$ cat src/rtl/conv_ctrl_pkg.sv
// Constants and types for the 8-bit converter control block
package conv_ctrl_pkg;
    localparam logic [7:0] ADDR_INPUT_PAIR_CONFIG = 8'hba;
    localparam logic [7:0] ADDR_CHANNEL_SELECT    = 8'hbb;
    localparam logic [7:0] ADDR_CONVERTER_CONFIG  = 8'hbc;
    localparam logic [7:0] ADDR_CONVERTER_CONTROL = 8'hf8;
    localparam logic [7:0] ADDR_WINDOW_GREATER    = 8'hc4;
    localparam logic [7:0] ADDR_WINDOW_LESS       = 8'hc6;
    localparam logic [7:0] ADDR_DATA_WORD         = 8'hbe;

    localparam logic [3:0] RST_INPUT_PAIR_CONFIG  = 4'h0;
    localparam logic [2:0] RST_CHANNEL_SELECT     = 3'h0;
    localparam logic [4:0] RST_SAR_DIVIDER        = 5'h1f;
    localparam logic [1:0] RST_GAIN               = 2'h0;
    localparam logic [7:0] RST_CONVERTER_CONTROL  = 8'h00;
    localparam logic [7:0] RST_WINDOW_GREATER     = 8'hff;
    localparam logic [7:0] RST_WINDOW_LESS        = 8'h00;
    localparam logic [7:0] RST_DATA_WORD          = 8'h00;

    // Control register field positions
    localparam int CTL_ENABLE = 7;
    localparam int CTL_TRACK  = 6;
    localparam int CTL_DONE   = 5;
    localparam int CTL_BUSY   = 4;
    localparam int CTL_MODE   = 1;
    localparam int CTL_WINDOW = 0;
    // Config register field positions
    localparam int CFG_DIV    = 3;
    localparam int CFG_GAIN   = 0;

    localparam logic [2:0] MODE_SOFTWARE = 3'h0;
    localparam logic [2:0] MODE_TIMER3   = 3'h1;
    localparam logic [2:0] MODE_EXTERNAL = 3'h2;
    localparam logic [2:0] MODE_TIMER2   = 3'h3;

    localparam logic [1:0] TRACK_SAR_CLOCKS   = 2'h3;
    localparam logic [3:0] CONVERT_SAR_CLOCKS = 4'h8;

    typedef struct packed {
        logic       valid;
        logic [2:0] pos_pin;
        logic [2:0] neg_pin;
        logic       differential;
    } mux_sel_t;

    typedef struct packed {
        logic       wr;
        logic       rd;
        logic [7:0] addr;
        logic [7:0] wdata;
    } sfr_req_t;
endpackage

$ cat src/rtl/conv_ctrl.sv
// Converter control: pin pairing, channel mux, SAR divider, triggers, flags
//
// Contract
// - Pair bit zero: two single-ended pins; one: even positive, odd negative.
// - Unused bits of pairing, channel and config bit 2 read zero, ignore writes.
// - Differential channel gives two's complement result; single-ended unsigned.
// - Three-bit channel code n selects pin n single-ended when pair clear.
// - Paired: even code even-positive, odd code reversed polarity; others unaffected.
// - SAR clock is system clock divided by divider field plus one.
// - Gain codes 00,01,10,11 select gains 0.5, 1, 2, 4.
// - Enable zero means shutdown; one means active and accepting starts.
// - Normal track mode, enabled: track continuously except while converting.
// - Done flag set on busy falling edge; only software clears it.
// - Busy reads one while converting; write one starts only in mode 000.
// - Start mode picks trigger: software, timer 3, external, timer 2, companion.
// - Low-power track, internal trigger: three SAR clocks tracking, then convert.
// - Low-power track, external mode: track while start low, convert on rise.
// - Window flag set when result meets window; software clears it.
// - Own start pin used when routed, else companion start pin.
// - Busy falling edge raises interrupt request if enabled; result lands in data word.
// - Result compared to greater and less limits; limit order picks inside or outside.
// - Conversion lasts at least eight SAR clocks with busy high throughout.
// - Gain defaults to 0.5 after reset.
`timescale 1ns/10ps
module conv_ctrl (
    input  wire logic                     clk_i,
    input  wire logic                     rst_i,
    input  wire conv_ctrl_pkg::sfr_req_t  sfr_i,
    output logic      [7:0]               sfr_rdata_o,
    input  wire logic                     timer2_ovf_i,
    input  wire logic                     timer3_ovf_i,
    input  wire logic                     companion_busy_bit_i,
    input  wire logic                     ext_start_own_i,
    input  wire logic                     ext_start_companion_i,
    input  wire logic                     ext_start_own_routed_i,
    input  wire logic                     interrupt_enable_i,
    input  wire logic     [7:0]           sar_result_i,
    output conv_ctrl_pkg::mux_sel_t       mux_sel_o,
    output logic      [1:0]               gain_select_o,
    output logic                          shutdown_o,
    output logic                          track_o,
    output logic                          convert_o,
    output logic                          sar_clk_en_o,
    output logic                          irq_o
);
    typedef enum logic [1:0] {IDLE, TRACK, CONVERT} state_t;

    state_t     state;
    state_t     next_state;
    logic [3:0] pair_cfg;
    logic [2:0] channel_select_code;
    logic [4:0] sar_clock_divider;
    logic [1:0] gain_select;
    logic       converter_enable;
    logic       track_mode_select;
    logic       conversion_done_flag;
    logic [2:0] start_mode_select;
    logic       window_match_flag;
    logic [7:0] window_greater_limit;
    logic [7:0] window_less_limit;
    logic [7:0] data_word;
    logic [4:0] div_cnt;
    logic [3:0] phase_cnt;
    logic [3:0] next_phase_cnt;
    logic       ext_meta;
    logic       ext_sync;
    logic       ext_prev;
    logic       irq;

    // Decode
    wire wr_pair  = sfr_i.wr && sfr_i.addr == conv_ctrl_pkg::ADDR_INPUT_PAIR_CONFIG;
    wire wr_chan  = sfr_i.wr && sfr_i.addr == conv_ctrl_pkg::ADDR_CHANNEL_SELECT;
    wire wr_cfg   = sfr_i.wr && sfr_i.addr == conv_ctrl_pkg::ADDR_CONVERTER_CONFIG;
    wire wr_ctl   = sfr_i.wr && sfr_i.addr == conv_ctrl_pkg::ADDR_CONVERTER_CONTROL;
    wire wr_gt    = sfr_i.wr && sfr_i.addr == conv_ctrl_pkg::ADDR_WINDOW_GREATER;
    wire wr_lt    = sfr_i.wr && sfr_i.addr == conv_ctrl_pkg::ADDR_WINDOW_LESS;
    wire busy     = state != IDLE;
    wire sar_tick = div_cnt == sar_clock_divider;

    // Only the own start pin when routed, otherwise the companion pin
    wire ext_raw  = ext_start_own_routed_i ? ext_start_own_i
                                           : ext_start_companion_i;
    wire ext_rise = ext_sync && !ext_prev;

    // Trigger selection; writes of one to busy count only in software mode
    wire sw_start = wr_ctl && sfr_i.wdata[conv_ctrl_pkg::CTL_BUSY]
                    && start_mode_select == conv_ctrl_pkg::MODE_SOFTWARE;
    logic trigger;
    always_comb begin
        if (start_mode_select[2]) begin
            trigger = companion_busy_bit_i;
        end else begin
            case (start_mode_select[1:0])
                2'h0:    trigger = sw_start;
                2'h1:    trigger = timer3_ovf_i;
                2'h2:    trigger = ext_rise;
                2'h3:    trigger = timer2_ovf_i;
                default: trigger = 1'b0;
            endcase
        end
    end
    wire ext_mode = start_mode_select == conv_ctrl_pkg::MODE_EXTERNAL;
    // Starts accepted only when enabled and idle
    wire take     = trigger && converter_enable && !busy;
    wire lp_track = track_mode_select && !ext_mode;
    wire conv_end = state == CONVERT && sar_tick
                    && phase_cnt == conv_ctrl_pkg::CONVERT_SAR_CLOCKS - 4'h1;

    always_comb begin
        next_state     = state;
        next_phase_cnt = phase_cnt;
        case (state)
            IDLE: begin
                if (take) begin
                    next_state     = lp_track ? TRACK : CONVERT;
                    next_phase_cnt = 4'h0;
                end
            end
            TRACK: begin
                if (sar_tick) begin
                    next_phase_cnt = phase_cnt + 4'h1;
                    if (phase_cnt == {2'h0, conv_ctrl_pkg::TRACK_SAR_CLOCKS} - 4'h1) begin
                        next_state     = CONVERT;
                        next_phase_cnt = 4'h0;
                    end
                end
            end
            CONVERT: begin
                if (sar_tick) begin
                    next_phase_cnt = phase_cnt + 4'h1;
                end
                if (conv_end) begin
                    next_state = IDLE;
                end
            end
            default: next_state = IDLE;
        endcase
    end

    // Window: in-order limits flag inside, reversed limits flag outside
    wire diff_sel = mux_sel_o.differential;
    wire [7:0] res_b = sar_result_i ^ {diff_sel, 7'h00};
    wire [7:0] gt_b  = window_greater_limit ^ {diff_sel, 7'h00};
    wire [7:0] lt_b  = window_less_limit ^ {diff_sel, 7'h00};
    wire above_gt    = res_b > gt_b;
    wire below_lt    = res_b < lt_b;
    wire win_hit     = (lt_b > gt_b) ? (above_gt && below_lt)
                                     : (above_gt || below_lt);

    // Channel mux: pair bit of the selected pin decides differential mode; channel code bit 0 decides polarity
    wire pair_on = pair_cfg[channel_select_code[2:1]];
    wire [2:0] even_pin = {channel_select_code[2:1], 1'b0};
    wire [2:0] odd_pin  = {channel_select_code[2:1], 1'b1};

    always_ff @(posedge clk_i or posedge rst_i) begin
        if (rst_i) begin
            state     <= IDLE;
            phase_cnt <= 4'h0;
            div_cnt   <= 5'h00;
        end else begin
            state     <= next_state;
            phase_cnt <= next_phase_cnt;
            div_cnt   <= (sar_tick || !busy) ? 5'h00 : div_cnt + 5'h01;
        end
    end

    always_ff @(posedge clk_i or posedge rst_i) begin
        if (rst_i) begin
            ext_meta <= 1'b0;
            ext_sync <= 1'b0;
            ext_prev <= 1'b0;
        end else begin
            ext_meta <= ext_raw;
            ext_sync <= ext_meta;
            ext_prev <= ext_sync;
        end
    end

    always_ff @(posedge clk_i or posedge rst_i) begin
        if (rst_i) begin
            pair_cfg            <= conv_ctrl_pkg::RST_INPUT_PAIR_CONFIG;
            channel_select_code <= conv_ctrl_pkg::RST_CHANNEL_SELECT;
            sar_clock_divider   <= conv_ctrl_pkg::RST_SAR_DIVIDER;
            gain_select         <= conv_ctrl_pkg::RST_GAIN;
        end else begin
            if (wr_pair) begin
                pair_cfg <= sfr_i.wdata[3:0];
            end
            if (wr_chan) begin
                channel_select_code <= sfr_i.wdata[2:0];
            end
            if (wr_cfg) begin
                sar_clock_divider <= sfr_i.wdata[conv_ctrl_pkg::CFG_DIV +: 5];
                gain_select       <= sfr_i.wdata[conv_ctrl_pkg::CFG_GAIN +: 2];
            end
        end
    end

    always_ff @(posedge clk_i or posedge rst_i) begin
        if (rst_i) begin
            converter_enable  <= conv_ctrl_pkg::RST_CONVERTER_CONTROL[conv_ctrl_pkg::CTL_ENABLE];
            track_mode_select <= conv_ctrl_pkg::RST_CONVERTER_CONTROL[conv_ctrl_pkg::CTL_TRACK];
            start_mode_select <=
                conv_ctrl_pkg::RST_CONVERTER_CONTROL[conv_ctrl_pkg::CTL_MODE +: 3];
        end else if (wr_ctl) begin
            converter_enable  <= sfr_i.wdata[conv_ctrl_pkg::CTL_ENABLE];
            track_mode_select <= sfr_i.wdata[conv_ctrl_pkg::CTL_TRACK];
            start_mode_select <= sfr_i.wdata[conv_ctrl_pkg::CTL_MODE +: 3];
        end
    end

    // Flags: a hardware set in the same cycle as a software clear wins
    always_ff @(posedge clk_i or posedge rst_i) begin
        if (rst_i) begin
            conversion_done_flag <= conv_ctrl_pkg::RST_CONVERTER_CONTROL[conv_ctrl_pkg::CTL_DONE];
            window_match_flag    <=
                conv_ctrl_pkg::RST_CONVERTER_CONTROL[conv_ctrl_pkg::CTL_WINDOW];
            data_word            <= conv_ctrl_pkg::RST_DATA_WORD;
            irq                  <= 1'b0;
        end else begin
            if (conv_end) begin
                conversion_done_flag <= 1'b1;
                data_word            <= sar_result_i;
            end else if (wr_ctl) begin
                conversion_done_flag <= sfr_i.wdata[conv_ctrl_pkg::CTL_DONE];
            end
            if (conv_end && win_hit) begin
                window_match_flag <= 1'b1;
            end else if (wr_ctl) begin
                window_match_flag <= sfr_i.wdata[conv_ctrl_pkg::CTL_WINDOW];
            end
            irq <= conv_end && interrupt_enable_i;
        end
    end

    always_ff @(posedge clk_i or posedge rst_i) begin
        if (rst_i) begin
            window_greater_limit <= conv_ctrl_pkg::RST_WINDOW_GREATER;
            window_less_limit    <= conv_ctrl_pkg::RST_WINDOW_LESS;
        end else begin
            if (wr_gt) begin
                window_greater_limit <= sfr_i.wdata;
            end
            if (wr_lt) begin
                window_less_limit <= sfr_i.wdata;
            end
        end
    end

    wire [7:0] ctl_rd = {converter_enable, track_mode_select, conversion_done_flag,
                         busy, start_mode_select, window_match_flag};
    logic [7:0] rdata;
    always_comb begin
        case (sfr_i.addr)
            conv_ctrl_pkg::ADDR_INPUT_PAIR_CONFIG: rdata = {4'h0, pair_cfg};
            conv_ctrl_pkg::ADDR_CHANNEL_SELECT:    rdata = {5'h00, channel_select_code};
            conv_ctrl_pkg::ADDR_CONVERTER_CONFIG:  rdata = {sar_clock_divider, 1'b0,
                                                            gain_select};
            conv_ctrl_pkg::ADDR_CONVERTER_CONTROL: rdata = ctl_rd;
            conv_ctrl_pkg::ADDR_WINDOW_GREATER:    rdata = window_greater_limit;
            conv_ctrl_pkg::ADDR_WINDOW_LESS:       rdata = window_less_limit;
            conv_ctrl_pkg::ADDR_DATA_WORD:         rdata = data_word;
            default:                               rdata = 8'h00;
        endcase
    end
    assign sfr_rdata_o = sfr_i.rd ? rdata : 8'h00;

    // Analog-side controls; track and convert timing comes from the state machine here
    always_comb begin
        mux_sel_o.valid        = converter_enable;
        mux_sel_o.differential = pair_on;
        if (pair_on) begin
            mux_sel_o.pos_pin = channel_select_code[0] ? odd_pin : even_pin;
            mux_sel_o.neg_pin = channel_select_code[0] ? even_pin : odd_pin;
        end else begin
            mux_sel_o.pos_pin = channel_select_code;
            mux_sel_o.neg_pin = 3'h0;
        end
    end
    assign gain_select_o = gain_select;
    assign shutdown_o    = !converter_enable;
    // Low-power external mode tracks only while the start pin is low
    assign track_o       = converter_enable && (state == TRACK
                           || (state == IDLE && !track_mode_select)
                           || (state == IDLE && track_mode_select && ext_mode
                               && !ext_sync));
    assign convert_o     = state == CONVERT;
    assign sar_clk_en_o  = busy && sar_tick;
    assign irq_o         = irq;
endmodule // conv_ctrl

$ cat config.mk
export PLATFORM = sky130hd
export DESIGN_NAME = conv_ctrl
export DESIGN_NICKNAME = d
export VERILOG_FILES = /design/src/rtl/conv_ctrl_pkg.sv /design/src/rtl/conv_ctrl.sv
export SDC_FILE = /design/constraint.sdc
export NUM_CORES = 1
export LEC_CHECK = 0
export BUFFER_PORTS_ARGS = -buffer_cell sky130_fd_sc_hd__buf_2
export CORE_AREA = 10 10 102 104
export DETAILED_ROUTE_END_ITERATION = 10
export DIE_AREA = 0 0 112 114
export PLACE_DENSITY = 0.66
export SKIP_CTS_REPAIR_TIMING = 1
export SYNTH_ARGS = -nofsm -noshare
export SYNTH_HDL_FRONTEND = slang
export SYNTH_SLANG_ARGS = --single-unit
$ cat constraint.sdc
create_clock -name clk_i -period 4.2 [get_ports clk_i]
set_clock_uncertainty 0.05 [all_clocks]
set_input_delay 0.63 -clock clk_i [delete_from_list [all_inputs] [get_ports clk_i]]
set_output_delay 0.63 -clock clk_i [all_outputs]
set_load 0.1 [all_outputs]
**Yosys cells after proc, flatten, opt, wreduce, memory -nomap -nowiden**

Index checks and enable logic that the tools add are counted.

- Register bits: 60
- Word-level logic and storage cells: 118

- Muxes and demuxes: 27
- Reductions and logical operators: 42
- Order comparisons: 4
- Bitwise gates (word level): 3
- $add $sub $neg: 2
- Equal/unequal tests: 21

Operators with widths:

| kind | count |
|---|---|
| == test 8 bit (second input constant) | 7 |
| one-hot mux 8 bit (7 select lines) | 1 |
| bitwise XOR 8 bit | 3 |
| logical AND 1 bit | 23 |
| 2-to-1 mux 4 bit | 5 |
| > comparator 8 bit | 2 |
| one-hot mux 4 bit (3 select lines) | 1 |
| 2-to-1 mux 1 bit | 10 |
| 2-to-1 mux 2 bit | 5 |
| < comparator 8 bit | 1 |
| 2-to-1 mux 8 bit | 1 |
| AND reduction 4 bit | 2 |
| == test 2 bit (second input constant) | 3 |
| zero test 1 bit | 6 |
| != test 2 bit (second input constant) | 3 |
| one-hot mux 2 bit (3 select lines) | 1 |
| nonzero test 2 bit | 3 |
| adder 5 x 1 -> 5 bit (second input constant) | 1 |
| == test 5 bit | 1 |
| 2-to-1 mux 5 bit | 1 |
| adder 4 x 1 -> 4 bit (second input constant) | 1 |
| == test 2 x 1 -> 1 bit (second input constant) | 2 |
| == test 4 x 2 -> 1 bit (second input constant) | 1 |
| == test 4 x 3 -> 1 bit (second input constant) | 1 |
| 9 further kinds | 14 |

**Logic depth before layout (Yosys ltp)**

- Word-level depth: 10
- Gate-level depth with buffers: 9
- Mapped depth without buffers: 9

**Worst setup path before layout**

OpenSTA, ideal clock, no wires.

- Kind: input to output
- Start: in sfr_i[10] in the netlist's numbering
- End: out sfr_rdata_o[2]
- Path buffers: 1
- Required time: 3.520 ns
- Setup slack: 0.216 ns
- Arrival time: 3.304 ns
- Stages: 6
- Cell sequence: buf_4 -> nor4b_1 -> nand3_1 -> nor3_2 -> a22oi_1 -> a31oi_1

- Word-level cells in the longest chain between the ends: 3
- Elaborated cells between the ends (all ways): 9
- Those cells by class: eq/ne: 7; mux: 2

RTL lines:

| what | RTL line | source |
|---|---|---|
| start, declared | conv_ctrl.sv:28 | `input wire conv_ctrl_pkg::sfr_req_t sfr_i,` |
| == test 8 bit | conv_ctrl.sv:254 | `case (sfr_i.addr)` |
| one-hot mux 8 bit (7 select lines) * | conv_ctrl.sv:254 |  |
| 2-to-1 mux 8 bit * | conv_ctrl.sv:266 | `assign sfr_rdata_o = sfr_i.rd ? rdata : 8'h00;` |
| end, declared | conv_ctrl.sv:29 | `output logic [7:0] sfr_rdata_o,` |

Every way passes the cells marked *; elsewhere a longest branch is shown, timed or not.

**Worst setup path after layout**

- Start: in sfr_i[10] in the netlist's numbering
- End: out sfr_rdata_o[1]

Same word-level chain as after synthesis.

==> metrics.md <==
| Metric | Value |
|---|---|
| Net count after synthesis | `448` |
| Kind of cell adding the most delay to the critical path | `simple AND/OR/NAND/NOR gates` |
| Number of remaining DRC errors | `0` |
| Number of antenna violations at the first check in global routing | `0` |
| Synth top area cells | `dfrtp_1, mux2_2, dfstp_2` |
| Peak VDD IR | `0.145 mV` |
| Worst reg2reg path depth | `9` |
| Number of rows created at floorplan | `34` |
| Worst reg2reg path endpoint | `window_match_flag` |
| Data arrival time of the worst path | `around 2.7 ns` |
| Sequential group share of total power | `~42%` |
| Post-detailed-route via-to-cell ratio | `5.69` |
| DR WL met3 | `766 µm` |
| TritonCTS buffer count | `9` |
| Core utilization of the finished layout | `51.6%` |
| Sink count of the clock tree | `60` |
| Cell with the biggest individual delay on the critical path | `nor3_2` |
| Maximum count of clock buffers along a single path | `2` |
| CP required | `~3.5 ns` |
| Max Used Layer | `met4` |
| Total of max-cap violations | `0` |
| Overall die area | `12800 µm²` |
| Gp weighted congestion | `0.854` |
| Leakage power | `1.96 nW` |
| HPWL after detailed placement | `7.96 mm` |
| Status | `finished clean` |
| End of the worst hold path | `ext_sync` |
| Critical-path maximum fanout | `9` |
| Combinational fraction of design power | `31.6%` |
| Overflow after GRT | `0` |
| Top flip-flop cell by instance count after synthesis | `dfrtp_1` |
| R2R Setup Slk | `1.57 ns` |
| Number of nets in the final layout | `509` |
| Clk_lat worst skew | `0.34 ns` |
| Final critical-path required period | `3.42 ns` |
| Detail Route met2 WL | `4.74 mm` |
| Height of the die | `114 µm` |
| HP Start | `ext_meta` |
| Area delta synth->final | `14.9%` |
| Final number of max-transition violations | `0` |
| Non-Filler Instances | `560` |
| Area of the core region | `8470 µm²` |
| Combined global-route utilization of all metal layers | `15.8%` |
| Hold Slack | `0.303 ns` |
| Post-synthesis average cell area | `9.86 µm²` |
| CP startpoint kind | `primary input` |
| Final routed wirelength across all metal layers | `10.3 mm` |
| Clock tree from TritonCTS | `yes` |
| Place WS | `0.799 ns` |
| Fraction of post-synthesis cell area in the top cell type by area | `30.9%` |
| Maximum number of pins on one net before global-route repair | `32` |
| Yosys warning count | `0` |
| Worst path cell trace | `buf_2 -> nor4b_1 -> nand3_1 -> nor3_2 -> a222oi_1 -> a21oi_1 -> buf_2` |
| Actual slew at the worst max-slew pin | `0.763 ns` |
| DR vias | `3184` |
| Count of nets left with antenna violations after detail routing | `0` |
| Switching share of power | `38.8%` |
| Number of distinct library cells after synthesis | `55` |
| Root buffer cell | `clkbuf_8` |
| Dominant cell type by area after synthesis | `dfrtp_1` |
| Max transition margin | `48.8%` |
| Smallest setup slack after layout | `0.779 ns` |
| I/O pin count | `58` |
| Count of placed standard cells including taps | `roughly 540` |
| Final Setup Violations | `0` |
| Routed met1 length | `4.66 mm` |
| Clock network power share | `roughly a quarter` |
| Final TNS setup | `0 ns` |
| Capturing element type of the critical path | `output pin` |
| Number of flops mapped to enable cells by yosys | `0` |
| Combined buffer and inverter count along the critical path | `2` |
| Number of diodes | `0` |
| Cell type with the highest occurrence count on the critical path | `buf_2` |
| Number of DRC markers after the initial detailed-route iteration | `around 210` |
| Final cycle utilization of the critical path | `between 80% and 90%` |
| Horizontal extent of the die | `about 110 µm` |
| Internal power of the cells | `0.00107 W` |
| Fraction of final layout cells sized beyond drive strength 1 | `31.6%` |
| Via count of the first global-routing pass | `3257` |
| Post-Syn Instances | `386` |
| Number of cells on the worst hold path | `0` |
| Setup Crit Path Kind | `in2out` |
| IO Port Bufs | `57` |
| RSZ-0062 raised after global routing | `false` |
| Final hold violations | `0` |
| Total of flip-flops plus latches after synthesis | `60` |
| Commonest non-fill, non-tap cells in the layout | `buf_2, dfrtp_1, nand2_1, mux2_2` |
| Switching pwr | `0.000680 W` |
| Max incr delay on CP | `0.57 ns` |
| FFs w/ async S/R, synth | `100%` |
| Total standard cell area after synthesis | `3810 µm²` |
| Reg clk slew, reported paths | `0.07 ns` |
| Wire length of the first global-routing pass | `16.5 mm` |
| Power per unit of standard cell area | `401 nW/µm²` |
| Fraction of the yosys area taken by sequential cells | `39.9%` |
| Maximum clock rate | `between 0.2 and 0.3 GHz` |
| Most common cell after layout, fill and taps aside | `buf_2` |
| Worst flop-to-flop path startpoint | `window_greater_limit[6]` |
| Class of the tightest hold or removal check | `reg2reg` |
| Initial standard-cell utilization of the core | `between 40% and 50%` |
| Final routed wire length divided by cell count | `between 15 and 20 µm` |
| H-tree levels | `3` |
| Length of the first detailed-routing pass in iterations | `6` |
==> state kept, by name (all words and copies together), names as in the netlist <==
signal                count
data_word                 8
channel_select_code       3
ext_meta                  1
window_match_flag         1
window_greater_limit      8
ext_prev                  1
state                     2
ext_sync                  1
track_mode_select         1
conversion_done_flag      1
irq_o                     1
start_mode_select         3
div_cnt                   5
gain_select_o             2
converter_enable          1
pair_cfg                  4
sar_clock_divider         5
window_less_limit         8
phase_cnt                 4
==> power by group through the flow <==
stage / Sequential (W) / Combinational (W) / Clock, W
floorplan: 0.000739 / 0.000427 / 0
global placement: 0.000743 / 0.000541 / 0
detailed placement: 0.000745 / 0.000558 / 0
CTS: 0.000735 / 0.000560 / 0.000465
global route: 0.000748 / 0.000614 / 0.000491
finish: 0.000737 / 0.000554 / 0.000460
==> layout make-up <==
| cell class | count | area, µm² |
|---|---|---|
| tap | 108 | 135 |
| multi-input combinational | 287 | 2130 |
| fill | 788 | 4090 |
| inverter | 28 | 105 |
| timing repair buffer | 61 | 315 |
| clock buffer | 12 | 145 |
| clock inverter | 4 | 26.3 |
| sequential | 60 | 1520 |
==> metal layers <==
layer	global-route usage [%]	up-vias
li1	-	1523
met1	20.9	1538
met3	3.46	11
met4	5.67	0
met5	0	-
met2	24.9	112
==> cell usage after synthesis, drive strengths merged (3+ instances only) <==
master / instances
mux2i: 7
a31oi: 5
ha: 27
and2: 4
mux2: 40
a2111oi: 3
nor3: 11
o31ai: 4
nor3b: 4
a22oi: 11
xnor2: 6
nor4: 3
nand3: 19
nand2: 43
nor2: 23
clkbuf: 5
o21ai: 13
dfstp: 13
nand4: 6
buf: 6
dfrtp: 47
nand2b: 9
inv: 28
a21oi: 16
==> worst max-delay path by stage <==
stage	from	endpoint	depth (start not counted)
floorplan	sfr_i[10]	sfr_rdata_o[2]	6
global placement	sfr_i[10]	sfr_rdata_o[6]	7
detailed placement	sfr_i[10]	sfr_rdata_o[1]	7
CTS	sfr_i[10]	sfr_rdata_o[1]	7
global route	sfr_i[10]	sfr_rdata_o[4]	7
finish	sfr_i[10]	sfr_rdata_o[1]	7
==> kinds of logic after synthesis <==
kind of cell             Yosys count  share of synthesized area (%)
adder cells (fa/ha/maj)           27                           8.88
AO/OA/AOI/OAI                     75                           13.6
AND/OR/NAND/NOR                  130                           17.9
flip-flops                        60                           39.9
multiplexers                      47                           13.7
XOR/XNOR                           8                           1.84
buffers and inverters             39                           4.24
==> per-stage QoR <==
stage	power [W]	cell area, µm²
floorplan	0.00117	3810
global placement	0.00128	4200
detailed placement	0.00130	4200
CTS	0.00176	4370
global route	0.00185	4370
finish	0.00175	4370
(Power assumes the default switching activity.)
